[src/lpw_pkg.sv]
// Constants shared by the two-wire slave, its bit engine and the wakeup controller.
// Assumes a 20 MHz system clock and a bus master no faster than 400 kHz.
// How it works
// [RULE1] The clock line is only ever read; no output can pull it low.
// [RULE2] Bus clock up to 400 kHz is sampled comfortably by the 20 MHz clock.
// [RULE3] Address byte 80h selects writes, 81h selects reads; others are ignored.
// [RULE4] A write begins with start, write address, then an eight-bit pointer byte.
// [RULE5] Each following data byte is stored at the pointer, then the pointer advances; during wakeup a following byte overwrites the still-pending one.
// [RULE6] Master turns direction by repeated start or fresh start plus read address.
// [RULE7] Right after the read address the device sends a byte, advancing per byte.
// [RULE8] Master issues the repeated start on the first pulse after pointer acknowledge.
// [RULE9] After repeated start the device sends the register named by the last pointer.
// [RULE10] Single-byte read ends with master not-acknowledge and stop.
// [RULE11] Device keeps sending successive registers while the master acknowledges.
// [RULE12] Master ends a multi-byte read with not-acknowledge then stop.
// [RULE13] Start then read address reads from the existing pointer.
// [RULE14] Both lines low past debounce enters shutdown and resets all registers.
// [RULE15] Either line high enables the interface and enters standby.
// [RULE16] Standby and normal mode follow whether any functional block is active.
// [RULE17] With the oscillator running a write applies within one internal cycle.
// [RULE18] With everything off an enabling write waits 64 internal cycles.
// [RULE19] The both-low condition must persist for the debounce period first.
// [RULE20] Bus-low shutdown only when shutdown-enable is set, lines low 120 ms.
// [RULE21] Device acknowledges each accepted address, pointer and data byte.
// [RULE22] The pointer wraps modulo 256 on increment.
package lpw_pkg;
    localparam logic [6:0] LPW_DEV_ADDR = 7'h40;
    localparam int LPW_CLK_HZ = 20000000;
    localparam int LPW_BUS_MAX_HZ = 400000;
    localparam int LPW_DEB_MS = 120;
    localparam int LPW_DEB_CYC = LPW_CLK_HZ / 1000 * LPW_DEB_MS;
    localparam int LPW_OSC_US = 1;
    localparam int LPW_OSC_DIV = LPW_CLK_HZ / 1000000 * LPW_OSC_US;
    localparam int LPW_WAKE_CYC = 64;
    localparam logic [7:0] LPW_PTR_RST = 8'h00;
    localparam logic [7:0] LPW_REG_RST = 8'h00;
    typedef enum logic [1:0] {LPW_SHUTDOWN, LPW_STANDBY, LPW_WAKING, LPW_NORMAL} lpw_mode_t;
endpackage

[src/lpw_bit_engine.sv]
// Two-wire bit engine: synchronises both lines, finds start, stop and clock edges.
// Assumes raw pin levels; the register file drives data via the enable output only.
`timescale 1ns/1ps
`default_nettype none
module lpw_bit_engine
    import lpw_pkg::*;
(
    input wire logic clk_sys,
    input wire logic resetn,
    input wire logic scl_i,
    input wire logic sda_i,
    output logic scl_lvl,
    output logic sda_lvl,
    output logic scl_rise,
    output logic scl_fall,
    output logic start_det,
    output logic stop_det
);
    logic [1:0] scl_sync_q;
    logic [1:0] sda_sync_q;
    logic scl_prev_q;
    logic sda_prev_q;

    // Only the second stage is looked at, the first only feeds it.
    always_ff @(posedge clk_sys) begin
        if (!resetn) begin
            scl_sync_q <= 2'h3;
            sda_sync_q <= 2'h3;
            scl_prev_q <= 1'b1;
            sda_prev_q <= 1'b1;
        end else begin
            scl_sync_q <= {scl_sync_q[0], scl_i};
            sda_sync_q <= {sda_sync_q[0], sda_i};
            scl_prev_q <= scl_sync_q[1];
            sda_prev_q <= sda_sync_q[1];
        end
    end

    assign scl_lvl = scl_sync_q[1];
    assign sda_lvl = sda_sync_q[1];
    assign scl_rise = scl_sync_q[1] && !scl_prev_q;
    assign scl_fall = !scl_sync_q[1] && scl_prev_q;
    assign start_det = scl_sync_q[1] && scl_prev_q && sda_prev_q && !sda_sync_q[1];
    assign stop_det = scl_sync_q[1] && scl_prev_q && !sda_prev_q && sda_sync_q[1];
endmodule
`default_nettype wire

[src/lpw_slave.sv]
// Two-wire serial slave with an auto-incrementing 256-byte register file and
// the shutdown and wakeup logic it drives.
// Assumes a bus master that keeps fast-mode timing and the open-drain data wire
// resolved outside from sda_oe; the clock line is input only.
`timescale 1ns/1ps
`default_nettype none
module lpw_slave
    import lpw_pkg::*;
#(
    parameter int DEB_CYC = LPW_DEB_CYC
)
(
    input wire logic clk_sys,
    input wire logic resetn,
    input wire logic scl_i,
    input wire logic sda_i,
    output logic sda_o,
    output logic sda_oe,
    input wire logic shutdown_en,
    output logic [7:0] ctrl_q,
    output logic [1:0] mode_q,
    output logic [7:0] pointer_q
);
    typedef enum logic [2:0] {
        LPW_S_IDLE, LPW_S_ADDR, LPW_S_PTR, LPW_S_WDATA, LPW_S_ACK, LPW_S_RDATA, LPW_S_RACK
    } lpw_state_t;

    logic scl_lvl, sda_lvl, scl_rise, scl_fall, start_det, stop_det;
    logic bus_reset, osc_ready, any_active, enable_req;
    lpw_mode_t mode;
    lpw_state_t state_q, next_q;
    logic [7:0] regs_q [256];
    logic [7:0] shift_q;
    logic [3:0] bit_q;
    logic is_read_q;
    logic ack_drive_q;
    logic [7:0] tx_q;
    logic pend_q;
    logic [7:0] pend_addr_q;
    logic [7:0] pend_data_q;
    logic [7:0] shift_in;

    lpw_bit_engine u_bits (
        .clk_sys(clk_sys),
        .resetn(resetn),
        .scl_i(scl_i),
        .sda_i(sda_i),
        .scl_lvl(scl_lvl),
        .sda_lvl(sda_lvl),
        .scl_rise(scl_rise),
        .scl_fall(scl_fall),
        .start_det(start_det),
        .stop_det(stop_det)
    );

    // Register 00h is treated as the block-enable register; nonzero means active.
    assign any_active = (regs_q[0] != 8'h00); // RULE16
    // In standby, only a nonzero write to the block-enable register has to wait for the oscillator.
    assign enable_req = pend_q && (pend_addr_q == 8'h00) && (pend_data_q != 8'h00) &&
        !any_active;

    lpw_wakeup #(
        .DEB_CYC(DEB_CYC)
    ) u_wake (
        .clk_sys(clk_sys),
        .resetn(resetn),
        .scl_lvl(scl_lvl),
        .sda_lvl(sda_lvl),
        .shutdown_en(shutdown_en),
        .any_active(any_active),
        .enable_req(enable_req),
        .bus_reset(bus_reset),
        .osc_ready(osc_ready),
        .mode(mode)
    );

    assign shift_in = {shift_q[6:0], sda_lvl};

    // Bit and byte sequencing; sampling on the rising clock edge.
    always_ff @(posedge clk_sys) begin
        if (!resetn || bus_reset) begin // RULE14
            state_q <= LPW_S_IDLE;
            next_q <= LPW_S_IDLE;
            shift_q <= 8'h00;
            bit_q <= 4'h0;
            is_read_q <= 1'b0;
        end else if (start_det) begin // RULE4
            state_q <= LPW_S_ADDR;
            bit_q <= 4'h0;
        end else if (stop_det) begin
            state_q <= LPW_S_IDLE;
        end else if (scl_rise) begin
            case (state_q)
                LPW_S_ADDR, LPW_S_PTR, LPW_S_WDATA: begin
                    shift_q <= shift_in;
                    bit_q <= bit_q + 4'h1;
                end
                LPW_S_RDATA: bit_q <= bit_q + 4'h1;
                LPW_S_RACK: begin
                    // A not-acknowledge releases the bus until the next start.
                    state_q <= sda_lvl ? LPW_S_IDLE : LPW_S_RDATA; // RULE11
                    bit_q <= 4'h0;
                end
                default: ;
            endcase
        end else if (scl_fall) begin
            if (bit_q == 4'h8) begin
                bit_q <= 4'h0;
                case (state_q)
                    LPW_S_ADDR: if (shift_q[7:1] == LPW_DEV_ADDR) begin // RULE3
                        is_read_q <= shift_q[0];
                        state_q <= LPW_S_ACK;
                        next_q <= shift_q[0] ? LPW_S_RDATA : LPW_S_PTR; // RULE13
                    end else begin
                        state_q <= LPW_S_IDLE;
                    end
                    LPW_S_PTR, LPW_S_WDATA: begin
                        state_q <= LPW_S_ACK;
                        next_q <= LPW_S_WDATA;
                    end
                    LPW_S_RDATA: state_q <= LPW_S_RACK;
                    default: ;
                endcase
            end else if (state_q == LPW_S_ACK) begin
                state_q <= next_q;
            end
        end
    end

    // Pointer: loaded by the pointer byte, advanced after each data byte.
    always_ff @(posedge clk_sys) begin
        if (!resetn || bus_reset) begin
            pointer_q <= LPW_PTR_RST;
        end else if (scl_fall && bit_q == 4'h8) begin
            if (state_q == LPW_S_PTR) begin
                pointer_q <= shift_q; // RULE9
            end else if (state_q == LPW_S_WDATA || state_q == LPW_S_RDATA) begin
                pointer_q <= pointer_q + 8'h01; // RULE22
            end
        end
    end

    // Written bytes wait here for an oscillator tick in normal mode, except non-enabling ones in standby.
    always_ff @(posedge clk_sys) begin
        if (!resetn || bus_reset) begin
            pend_q <= 1'b0;
            pend_addr_q <= 8'h00;
            pend_data_q <= 8'h00;
        end else if (scl_fall && bit_q == 4'h8 && state_q == LPW_S_WDATA) begin
            pend_q <= 1'b1; // RULE5
            pend_addr_q <= pointer_q;
            pend_data_q <= shift_q;
        end else if (pend_q && (osc_ready || (mode == LPW_STANDBY && !enable_req))) begin
            pend_q <= 1'b0;
        end
    end

    // Standby writes that enable nothing need no oscillator; they land at once.
    // A back-to-back byte during wakeup overwrites the pending one, a known limit.
    always_ff @(posedge clk_sys) begin
        if (!resetn || bus_reset) begin
            for (int i = 0; i < 256; i++) begin
                regs_q[i] <= LPW_REG_RST; // RULE14
            end
        end else if (pend_q && (osc_ready || (mode == LPW_STANDBY && !enable_req))) begin
            regs_q[pend_addr_q] <= pend_data_q; // RULE17
        end
    end

    // Data line driver: acknowledge or transmitted bit, changed on falling edges.
    always_ff @(posedge clk_sys) begin
        if (!resetn || bus_reset) begin
            ack_drive_q <= 1'b0;
            tx_q <= 8'h00;
        end else if (start_det || stop_det) begin
            ack_drive_q <= 1'b0;
        end else if (scl_fall) begin
            if (bit_q == 4'h8 && state_q != LPW_S_RDATA && state_q != LPW_S_RACK &&
                (state_q != LPW_S_ADDR || shift_q[7:1] == LPW_DEV_ADDR)) begin
                ack_drive_q <= 1'b1; // RULE21
            end else if (state_q == LPW_S_ACK && next_q == LPW_S_RDATA) begin
                ack_drive_q <= !regs_q[pointer_q][7]; // RULE7
                tx_q <= {regs_q[pointer_q][6:0], 1'b0};
            end else if (state_q == LPW_S_RDATA && bit_q != 4'h8) begin
                ack_drive_q <= !tx_q[7];
                tx_q <= {tx_q[6:0], 1'b0};
            end else if (state_q == LPW_S_RDATA) begin
                // The master owns the acknowledge slot after the last data bit.
                ack_drive_q <= 1'b0; // RULE11
            end else if (state_q == LPW_S_RACK) begin
                ack_drive_q <= 1'b0;
            end else if (state_q == LPW_S_ACK) begin
                ack_drive_q <= 1'b0;
            end
        end else if (scl_rise && state_q == LPW_S_RACK && !sda_lvl) begin
            tx_q <= regs_q[pointer_q]; // RULE11
        end
    end

    // The first bit of a continued read goes out on the next falling edge.
    assign sda_o = 1'b0;
    assign sda_oe = ack_drive_q; // RULE1

    always_ff @(posedge clk_sys) begin
        if (!resetn) begin
            ctrl_q <= LPW_REG_RST;
            mode_q <= 2'h1;
        end else begin
            ctrl_q <= regs_q[0];
            mode_q <= mode;
        end
    end

    a_ack_after_addr: assert property (@(posedge clk_sys) disable iff (!resetn || bus_reset)
        (scl_fall && bit_q == 4'h8 && state_q == LPW_S_ADDR && shift_q[7:1] == LPW_DEV_ADDR
         && !start_det && !stop_det) |=> sda_oe) // RULE21
        else $error("address byte not acknowledged");
    a_ptr_load: assert property (@(posedge clk_sys) disable iff (!resetn || bus_reset)
        (scl_fall && bit_q == 4'h8 && state_q == LPW_S_PTR && !start_det && !stop_det)
        |=> pointer_q == $past(shift_q)) // RULE4
        else $error("pointer byte not loaded");
    a_ptr_incr: assert property (@(posedge clk_sys) disable iff (!resetn || bus_reset)
        (scl_fall && bit_q == 4'h8 && state_q == LPW_S_RDATA && !start_det && !stop_det)
        |=> pointer_q == $past(pointer_q) + 8'h01) // RULE22
        else $error("pointer did not advance after a read byte");
    a_wrong_addr: assert property (@(posedge clk_sys) disable iff (!resetn || bus_reset)
        (scl_fall && bit_q == 4'h8 && state_q == LPW_S_ADDR && shift_q[7:1] != LPW_DEV_ADDR
         && !start_det && !stop_det) |=> state_q == LPW_S_IDLE && !sda_oe) // RULE3
        else $error("foreign address answered");
    a_wr_pending: assert property (@(posedge clk_sys) disable iff (!resetn || bus_reset)
        (scl_fall && bit_q == 4'h8 && state_q == LPW_S_WDATA && !start_det && !stop_det)
        |=> pend_q && pend_addr_q == $past(pointer_q)) // RULE5
        else $error("written byte not captured");
    a_reset_clear: assert property (@(posedge clk_sys) disable iff (!resetn)
        bus_reset |=> ##1 ctrl_q == LPW_REG_RST && pointer_q == LPW_PTR_RST) // RULE14
        else $error("shutdown did not clear registers");
endmodule
`default_nettype wire

[src/lpw_wakeup.sv]
// Operating-mode controller: bus-low shutdown debounce and oscillator wakeup delay.
// Assumes synchronised line levels and an activity flag from the register file.
`timescale 1ns/1ps
`default_nettype none
module lpw_wakeup
    import lpw_pkg::*;
#(
    parameter int DEB_CYC = LPW_DEB_CYC
)
(
    input wire logic clk_sys,
    input wire logic resetn,
    input wire logic scl_lvl,
    input wire logic sda_lvl,
    input wire logic shutdown_en,
    input wire logic any_active,
    input wire logic enable_req,
    output logic bus_reset,
    output logic osc_ready,
    output lpw_mode_t mode
);
    logic [31:0] deb_cnt_q;
    logic [31:0] osc_cnt_q;
    logic [6:0] wake_cnt_q;
    logic osc_tick;
    lpw_mode_t mode_q;

    always_ff @(posedge clk_sys) begin
        if (!resetn) begin
            deb_cnt_q <= 32'h0;
        end else if (scl_lvl || sda_lvl || !shutdown_en) begin // RULE20
            deb_cnt_q <= 32'h0;
        end else if (deb_cnt_q < 32'(DEB_CYC)) begin // RULE19
            deb_cnt_q <= deb_cnt_q + 32'h1;
        end
    end
    assign bus_reset = (deb_cnt_q >= 32'(DEB_CYC)); // RULE14

    // The internal oscillator is modelled as a divided tick of the system clock.
    always_ff @(posedge clk_sys) begin
        if (!resetn || osc_tick) begin
            osc_cnt_q <= 32'h0;
        end else begin
            osc_cnt_q <= osc_cnt_q + 32'h1;
        end
    end
    assign osc_tick = (osc_cnt_q == 32'(LPW_OSC_DIV - 1));

    always_ff @(posedge clk_sys) begin
        if (!resetn) begin
            mode_q <= LPW_STANDBY;
            wake_cnt_q <= 7'h0;
        end else if (bus_reset) begin
            mode_q <= LPW_SHUTDOWN;
            wake_cnt_q <= 7'h0;
        end else begin
            case (mode_q)
                LPW_SHUTDOWN: if (scl_lvl || sda_lvl) begin // RULE15
                    mode_q <= LPW_STANDBY;
                end
                LPW_STANDBY: if (enable_req) begin // RULE18
                    mode_q <= LPW_WAKING;
                    wake_cnt_q <= 7'h0;
                end
                LPW_WAKING: if (osc_tick) begin
                    if (wake_cnt_q == 7'(LPW_WAKE_CYC - 1)) begin // RULE18
                        mode_q <= LPW_NORMAL;
                    end
                    wake_cnt_q <= wake_cnt_q + 7'h1;
                end
                LPW_NORMAL: if (!any_active && !enable_req) begin // RULE16
                    mode_q <= LPW_STANDBY;
                end
                default: mode_q <= LPW_STANDBY;
            endcase
        end
    end
    assign mode = mode_q;
    // Writes are applied on the next oscillator tick once running.
    assign osc_ready = (mode_q == LPW_NORMAL) && osc_tick; // RULE17

    a_wake_delay: assert property (@(posedge clk_sys) disable iff (!resetn)
        (mode_q == LPW_STANDBY && enable_req && !bus_reset) |=> (mode_q == LPW_WAKING)[*8]) // RULE18
        else $error("wakeup skipped the oscillator delay");
    a_no_shutdown_high: assert property (@(posedge clk_sys) disable iff (!resetn)
        (scl_lvl || sda_lvl) |=> !bus_reset) // RULE15
        else $error("shutdown while a line is high");
    a_shutdown_gate: assert property (@(posedge clk_sys) disable iff (!resetn)
        !shutdown_en |=> !bus_reset) // RULE20
        else $error("shutdown without enable");
endmodule
`default_nettype wire

[config.mk]
export PLATFORM = sky130hd
export DESIGN_NAME = lpw_slave
export DESIGN_NICKNAME = d
export VERILOG_FILES = /design/src/lpw_pkg.sv /design/src/lpw_bit_engine.sv /design/src/lpw_slave.sv /design/src/lpw_wakeup.sv
export SDC_FILE = /design/constraint.sdc
export NUM_CORES = 2
export LEC_CHECK = 0
export ABC_AREA = 0
export BUFFER_PORTS_ARGS = -buffer_cell sky130_fd_sc_hd__buf_2
export CORE_MARGIN = 5
export CORE_UTILIZATION = 36
export DETAILED_ROUTE_END_ITERATION = 7
export GPL_TIMING_DRIVEN = 0
export PLACE_DENSITY_LB_ADDON = 0.12
export SETUP_SLACK_MARGIN = 0.5
export SLEW_MARGIN = 0
export SYNTH_ARGS = -nofsm -noshare
export SYNTH_HDL_FRONTEND = slang
export SYNTH_SLANG_ARGS = --single-unit
export TNS_END_PERCENT = 20
[constraint.sdc]
create_clock -name clk_sys -period 5.1 [get_ports clk_sys]
set_clock_uncertainty 0.2 [all_clocks]
set_input_delay 0.255 -clock clk_sys [delete_from_list [all_inputs] [get_ports clk_sys]]
set_output_delay 0.255 -clock clk_sys [all_outputs]
set_load 0.01 [all_outputs]
==> impl_metrics.tcl <==
set metrics [dict create \
    wirelength_mm 615 \
    regToRegEndpoint "tx_q[7]" \
    async_flop_share 0 \
    syn2layout_area_growth_pct 18.9 \
    hold_violations 0 \
    hold_path.class "flip-flop to flip-flop" \
    worst_ep_arrival_time_ns 5.57 \
    drtAntennaViolNets 0 \
    worst_ep_required_time_ns 5.66 \
    finalWorstSetupSlack_ns 0.0896 \
    cts_buffers 266 \
    die_area_um2 277000 \
    dp_slack_ns -2.73 \
    cts-htree-levels 5 \
    num_io_pins 25 \
    die_y_um 527 \
    yosysSeqAreaShare 0.671 \
    initial_utilization 0.362 \
    violations "design-rule violations, max-capacitance violations, max-slew violations" \
    holdWs_ns 0.210 \
    root_buffer "clkbuf_16" \
    reg2reg_depth 14 \
    cap_violations 35 \
    fin_nets 7690 \
    grt_start_max_net_pins 14 \
    rsz0062_at_grt "yes" \
    synth_area_um2 96100 \
    via_count 78300 \
    drt_iter0_drc 16200 \
    clk_pin_slew_ns 0.06 \
    port_buffers 23 \
    end_kind "flip-flop" \
    leakage_nw 34.4 \
    avgSynthCellArea_um2 13.5 \
    core-area_um2 266000 \
    power_density_nw_per_um2 360 \
    vias_per_cell 6.83 \
    rows 189 \
    clkLatencyLatePin_ns 0.92 \
    routedWlPerCell_um 53.6 \
    tightest_slew_ns 1.75 \
    endpoint "tx_q[7]" \
    slew_viol_final 347 \
    outcome "finished with violations" \
    numPlacedInstances 10900 \
    grt_usage 0.431 \
    synth_edf_count 2048 \
    cp_max_fo 11 \
    ys_types 76 \
    grt_antenna_before_repair 86 \
    syn_inst 7096 \
    vdd.ir_drop.worst_uv 243 \
    fmax_ghz 0.200 \
    fin_crit_sh 0.982 \
    reg2reg_slack_ns 0.09 \
    ys_warn_count 0 \
    cp-start-kind "flip-flop" \
    die_x_um 527 \
    grt_pass1_vias 69700 \
    cts_tree "done" \
    setup_viol 0 \
    post-dp-hpwl_mm 430 \
    stdcell_count 11500 \
    tns_ns 0 \
    max_slew_margin -0.169 \
    finalCoreUtilization 0.430 \
    min_period_ns 5.01 \
    clockBufferDepth 4 \
    ys_ff_latch 2197 \
    critPathKind "flip-flop to flip-flop" \
    layout-drive-gt1-share 0.222 \
    dr.pass1.iters 8 \
    synth_nets 7116 \
    cts.sinks 2197 \
    synthFlopType "edfxtp_1" \
    globalplace.congestion 1.07 \
    grt_first_pass_wirelength_mm 766 \
    gr-total-overflow 0 \
    drc 38 \
]
synthesized netlist by cell type (7+ instances only):
| cell type | instances | area share |
|---|---|---|
| a211oi_1 | 22 | 0.0017 |
| and2_1 | 39 | 0.0025 |
| o21ai_0 | 309 | 0.016 |
| nand4_1 | 32 | 0.0021 |
| nor2b_1 | 40 | 0.0026 |
| a31oi_1 | 22 | 0.0014 |
| buf_4 | 58 | 0.0045 |
| xor2_1 | 39 | 0.0036 |
| inv_1 | 20 | 0.00078 |
| nor4_1 | 18 | 0.0012 |
| o221ai_1 | 12 | 0.0011 |
| mux2i_1 | 131 | 0.014 |
| a22oi_1 | 76 | 0.0059 |
| mux2_2 | 19 | 0.0022 |
| nand2b_1 | 36 | 0.0023 |
| and3_1 | 19 | 0.0012 |
| nor2_1 | 2210 | 0.086 |
| o22ai_1 | 55 | 0.0036 |
| or2_2 | 8 | 0.00052 |
| xnor2_1 | 16 | 0.0015 |
| nor3_1 | 28 | 0.0015 |
| a221oi_1 | 21 | 0.0019 |
| nand2_1 | 307 | 0.012 |
| clkbuf_1 | 421 | 0.016 |
| buf_2 | 132 | 0.0069 |
| edfxtp_1 | 2048 | 0.64 |
| dfxtp_1 | 149 | 0.031 |
| buf_1 | 35 | 0.0014 |
| a21oi_1 | 95 | 0.0049 |
| nand3_1 | 63 | 0.0033 |
| ha_1 | 15 | 0.0020 |
| mux4_2 | 483 | 0.11 |
| or4_1 | 7 | 0.00055 |
flip-flops by register name, indices dropped and copies added, names as in the netlist, 7 cells and up, named ones only:
signal / flops
u_wake.deb_cnt_q: 32
pend_data_q: 8
pend_addr_q: 8
u_wake.wake_cnt_q: 7
u_wake.osc_cnt_q: 32
shift_q: 8
regs_q: 2048
tx_q: 8
pointer_q: 8
ctrl_q: 8
through the flow:
step	power (mW)	instance area [µm²]
floorplan	21.7	96100
global placement	22.6	101000
detailed placement	22.7	103000
CTS	40.8	114000
global route	41.7	114000
finish	41.1	114000
timing repair:
action / in CTS / in global routing
hold buffers: 9 / 0
hold endpoints to repair: 36 / 0
pin swaps: 32 / 4
gates resized for setup: 614 / 100
setup buffers: 44 / 8
setup endpoints to repair: 4105 / 1802
cell families (layout without fill, tap and decap cells):
kind of cell    count (synthesis)  in the layout  share of synthesized area
compound gates                684            684                     0.0432
other cells                     1             72                  0.0000390
flops                        2197           2197                      0.671
xor+xnor                       55             55                    0.00501
fa+ha+maj                      15             15                    0.00195
buf+inv                       669           1437                     0.0304
simple gates                 2842           2842                      0.119
mux                           633            633                      0.129
how the worst min path moves through the flow:
stage | cells after the start | to | slack (ns) | startpoint
finish | 1 | u_bits.scl_sync_q[1] | 0.21 | u_bits.scl_sync_q[0]
global route | 1 | u_bits.scl_sync_q[1] | 0.24 | u_bits.scl_sync_q[0]
CTS | 1 | u_bits.scl_sync_q[1] | 0.21 | u_bits.scl_sync_q[0]
detailed placement | 1 | u_bits.scl_sync_q[1] | 0.20 | u_bits.scl_sync_q[0]
global placement | 1 | u_bits.sda_sync_q[1] | 0.19 | u_bits.sda_sync_q[0]
floorplan | 1 | u_bits.scl_prev_q | 0.14 | resetn
placed cells by master, fill, tap and decap left out, drive strengths merged, types with 7 or more instances in the layout:
cell type	count
nor2	2210
edfxtp	2048
clkbuf	768
buf	528
mux4	483
o21ai	310
nand2	307
dfxtp	149
mux2i	131
a21oi	95
clkinv	84
a22oi	76
diode	71
nand3	66
o22ai	55
nor2b	40
and2	39
xor2	39
nand2b	36
nand4	32
nor3	32
inv	32
a31oi	22
a221oi	22
a211oi	22
and3	19
mux2	19
nor4	19
xnor2	16
ha	15
o221ai	12
bufinv	11
dlygate4sd3	9
or2	8
or4	7
nand3b	7
layout make-up:
type	count	area, µm²
well taps	3533	4420
fillers	24500	151000
repair buffers	307	2920
plain buffers	648	4190
inverters	20	78.8
clock buffers	350	7040
flip-flops and latches	2197	64500
multi-input cells	4230	30000
diodes	71	178
clock inverters	112	963
power by group:
| part | switching, mW | internal, mW |
|---|---|---|
| Clock | 8.20 | 10.3 |
| Sequential | 0.291 | 20.5 |
| Combinational | 1.22 | 0.550 |
| Total | 9.72 | 31.4 |
worst max-delay path: stages, from the launching register on:
cell,delay (ns)
dfxtp_1,0.43
buf_4,0.23
buf_8,0.35
buf_12,0.32
buf_8,0.37
buf_12,0.27
mux2i_1,0.26
o221ai_1,0.37
o211ai_1,0.39
nand4_1,0.32
a2bb2oi_2,0.31
o311ai_1,0.15
buf_2,0.22
or3_1,0.32
a31oi_1,0.17
layer usage:
metal | up-vias | routed length, µm | global-route usage | share of wire
met5 | - | 1170 | 0.00786 | 0.0019
met4 | 61 | 55200 | 0.308 | 0.090
met3 | 2006 | 99900 | 0.218 | 0.16
met2 | 8302 | 243000 | 0.580 | 0.40
met1 | 40700 | 216000 | 0.532 | 0.35
li1 | 27300 | - | - | -
(Power assumes the default switching activity.)
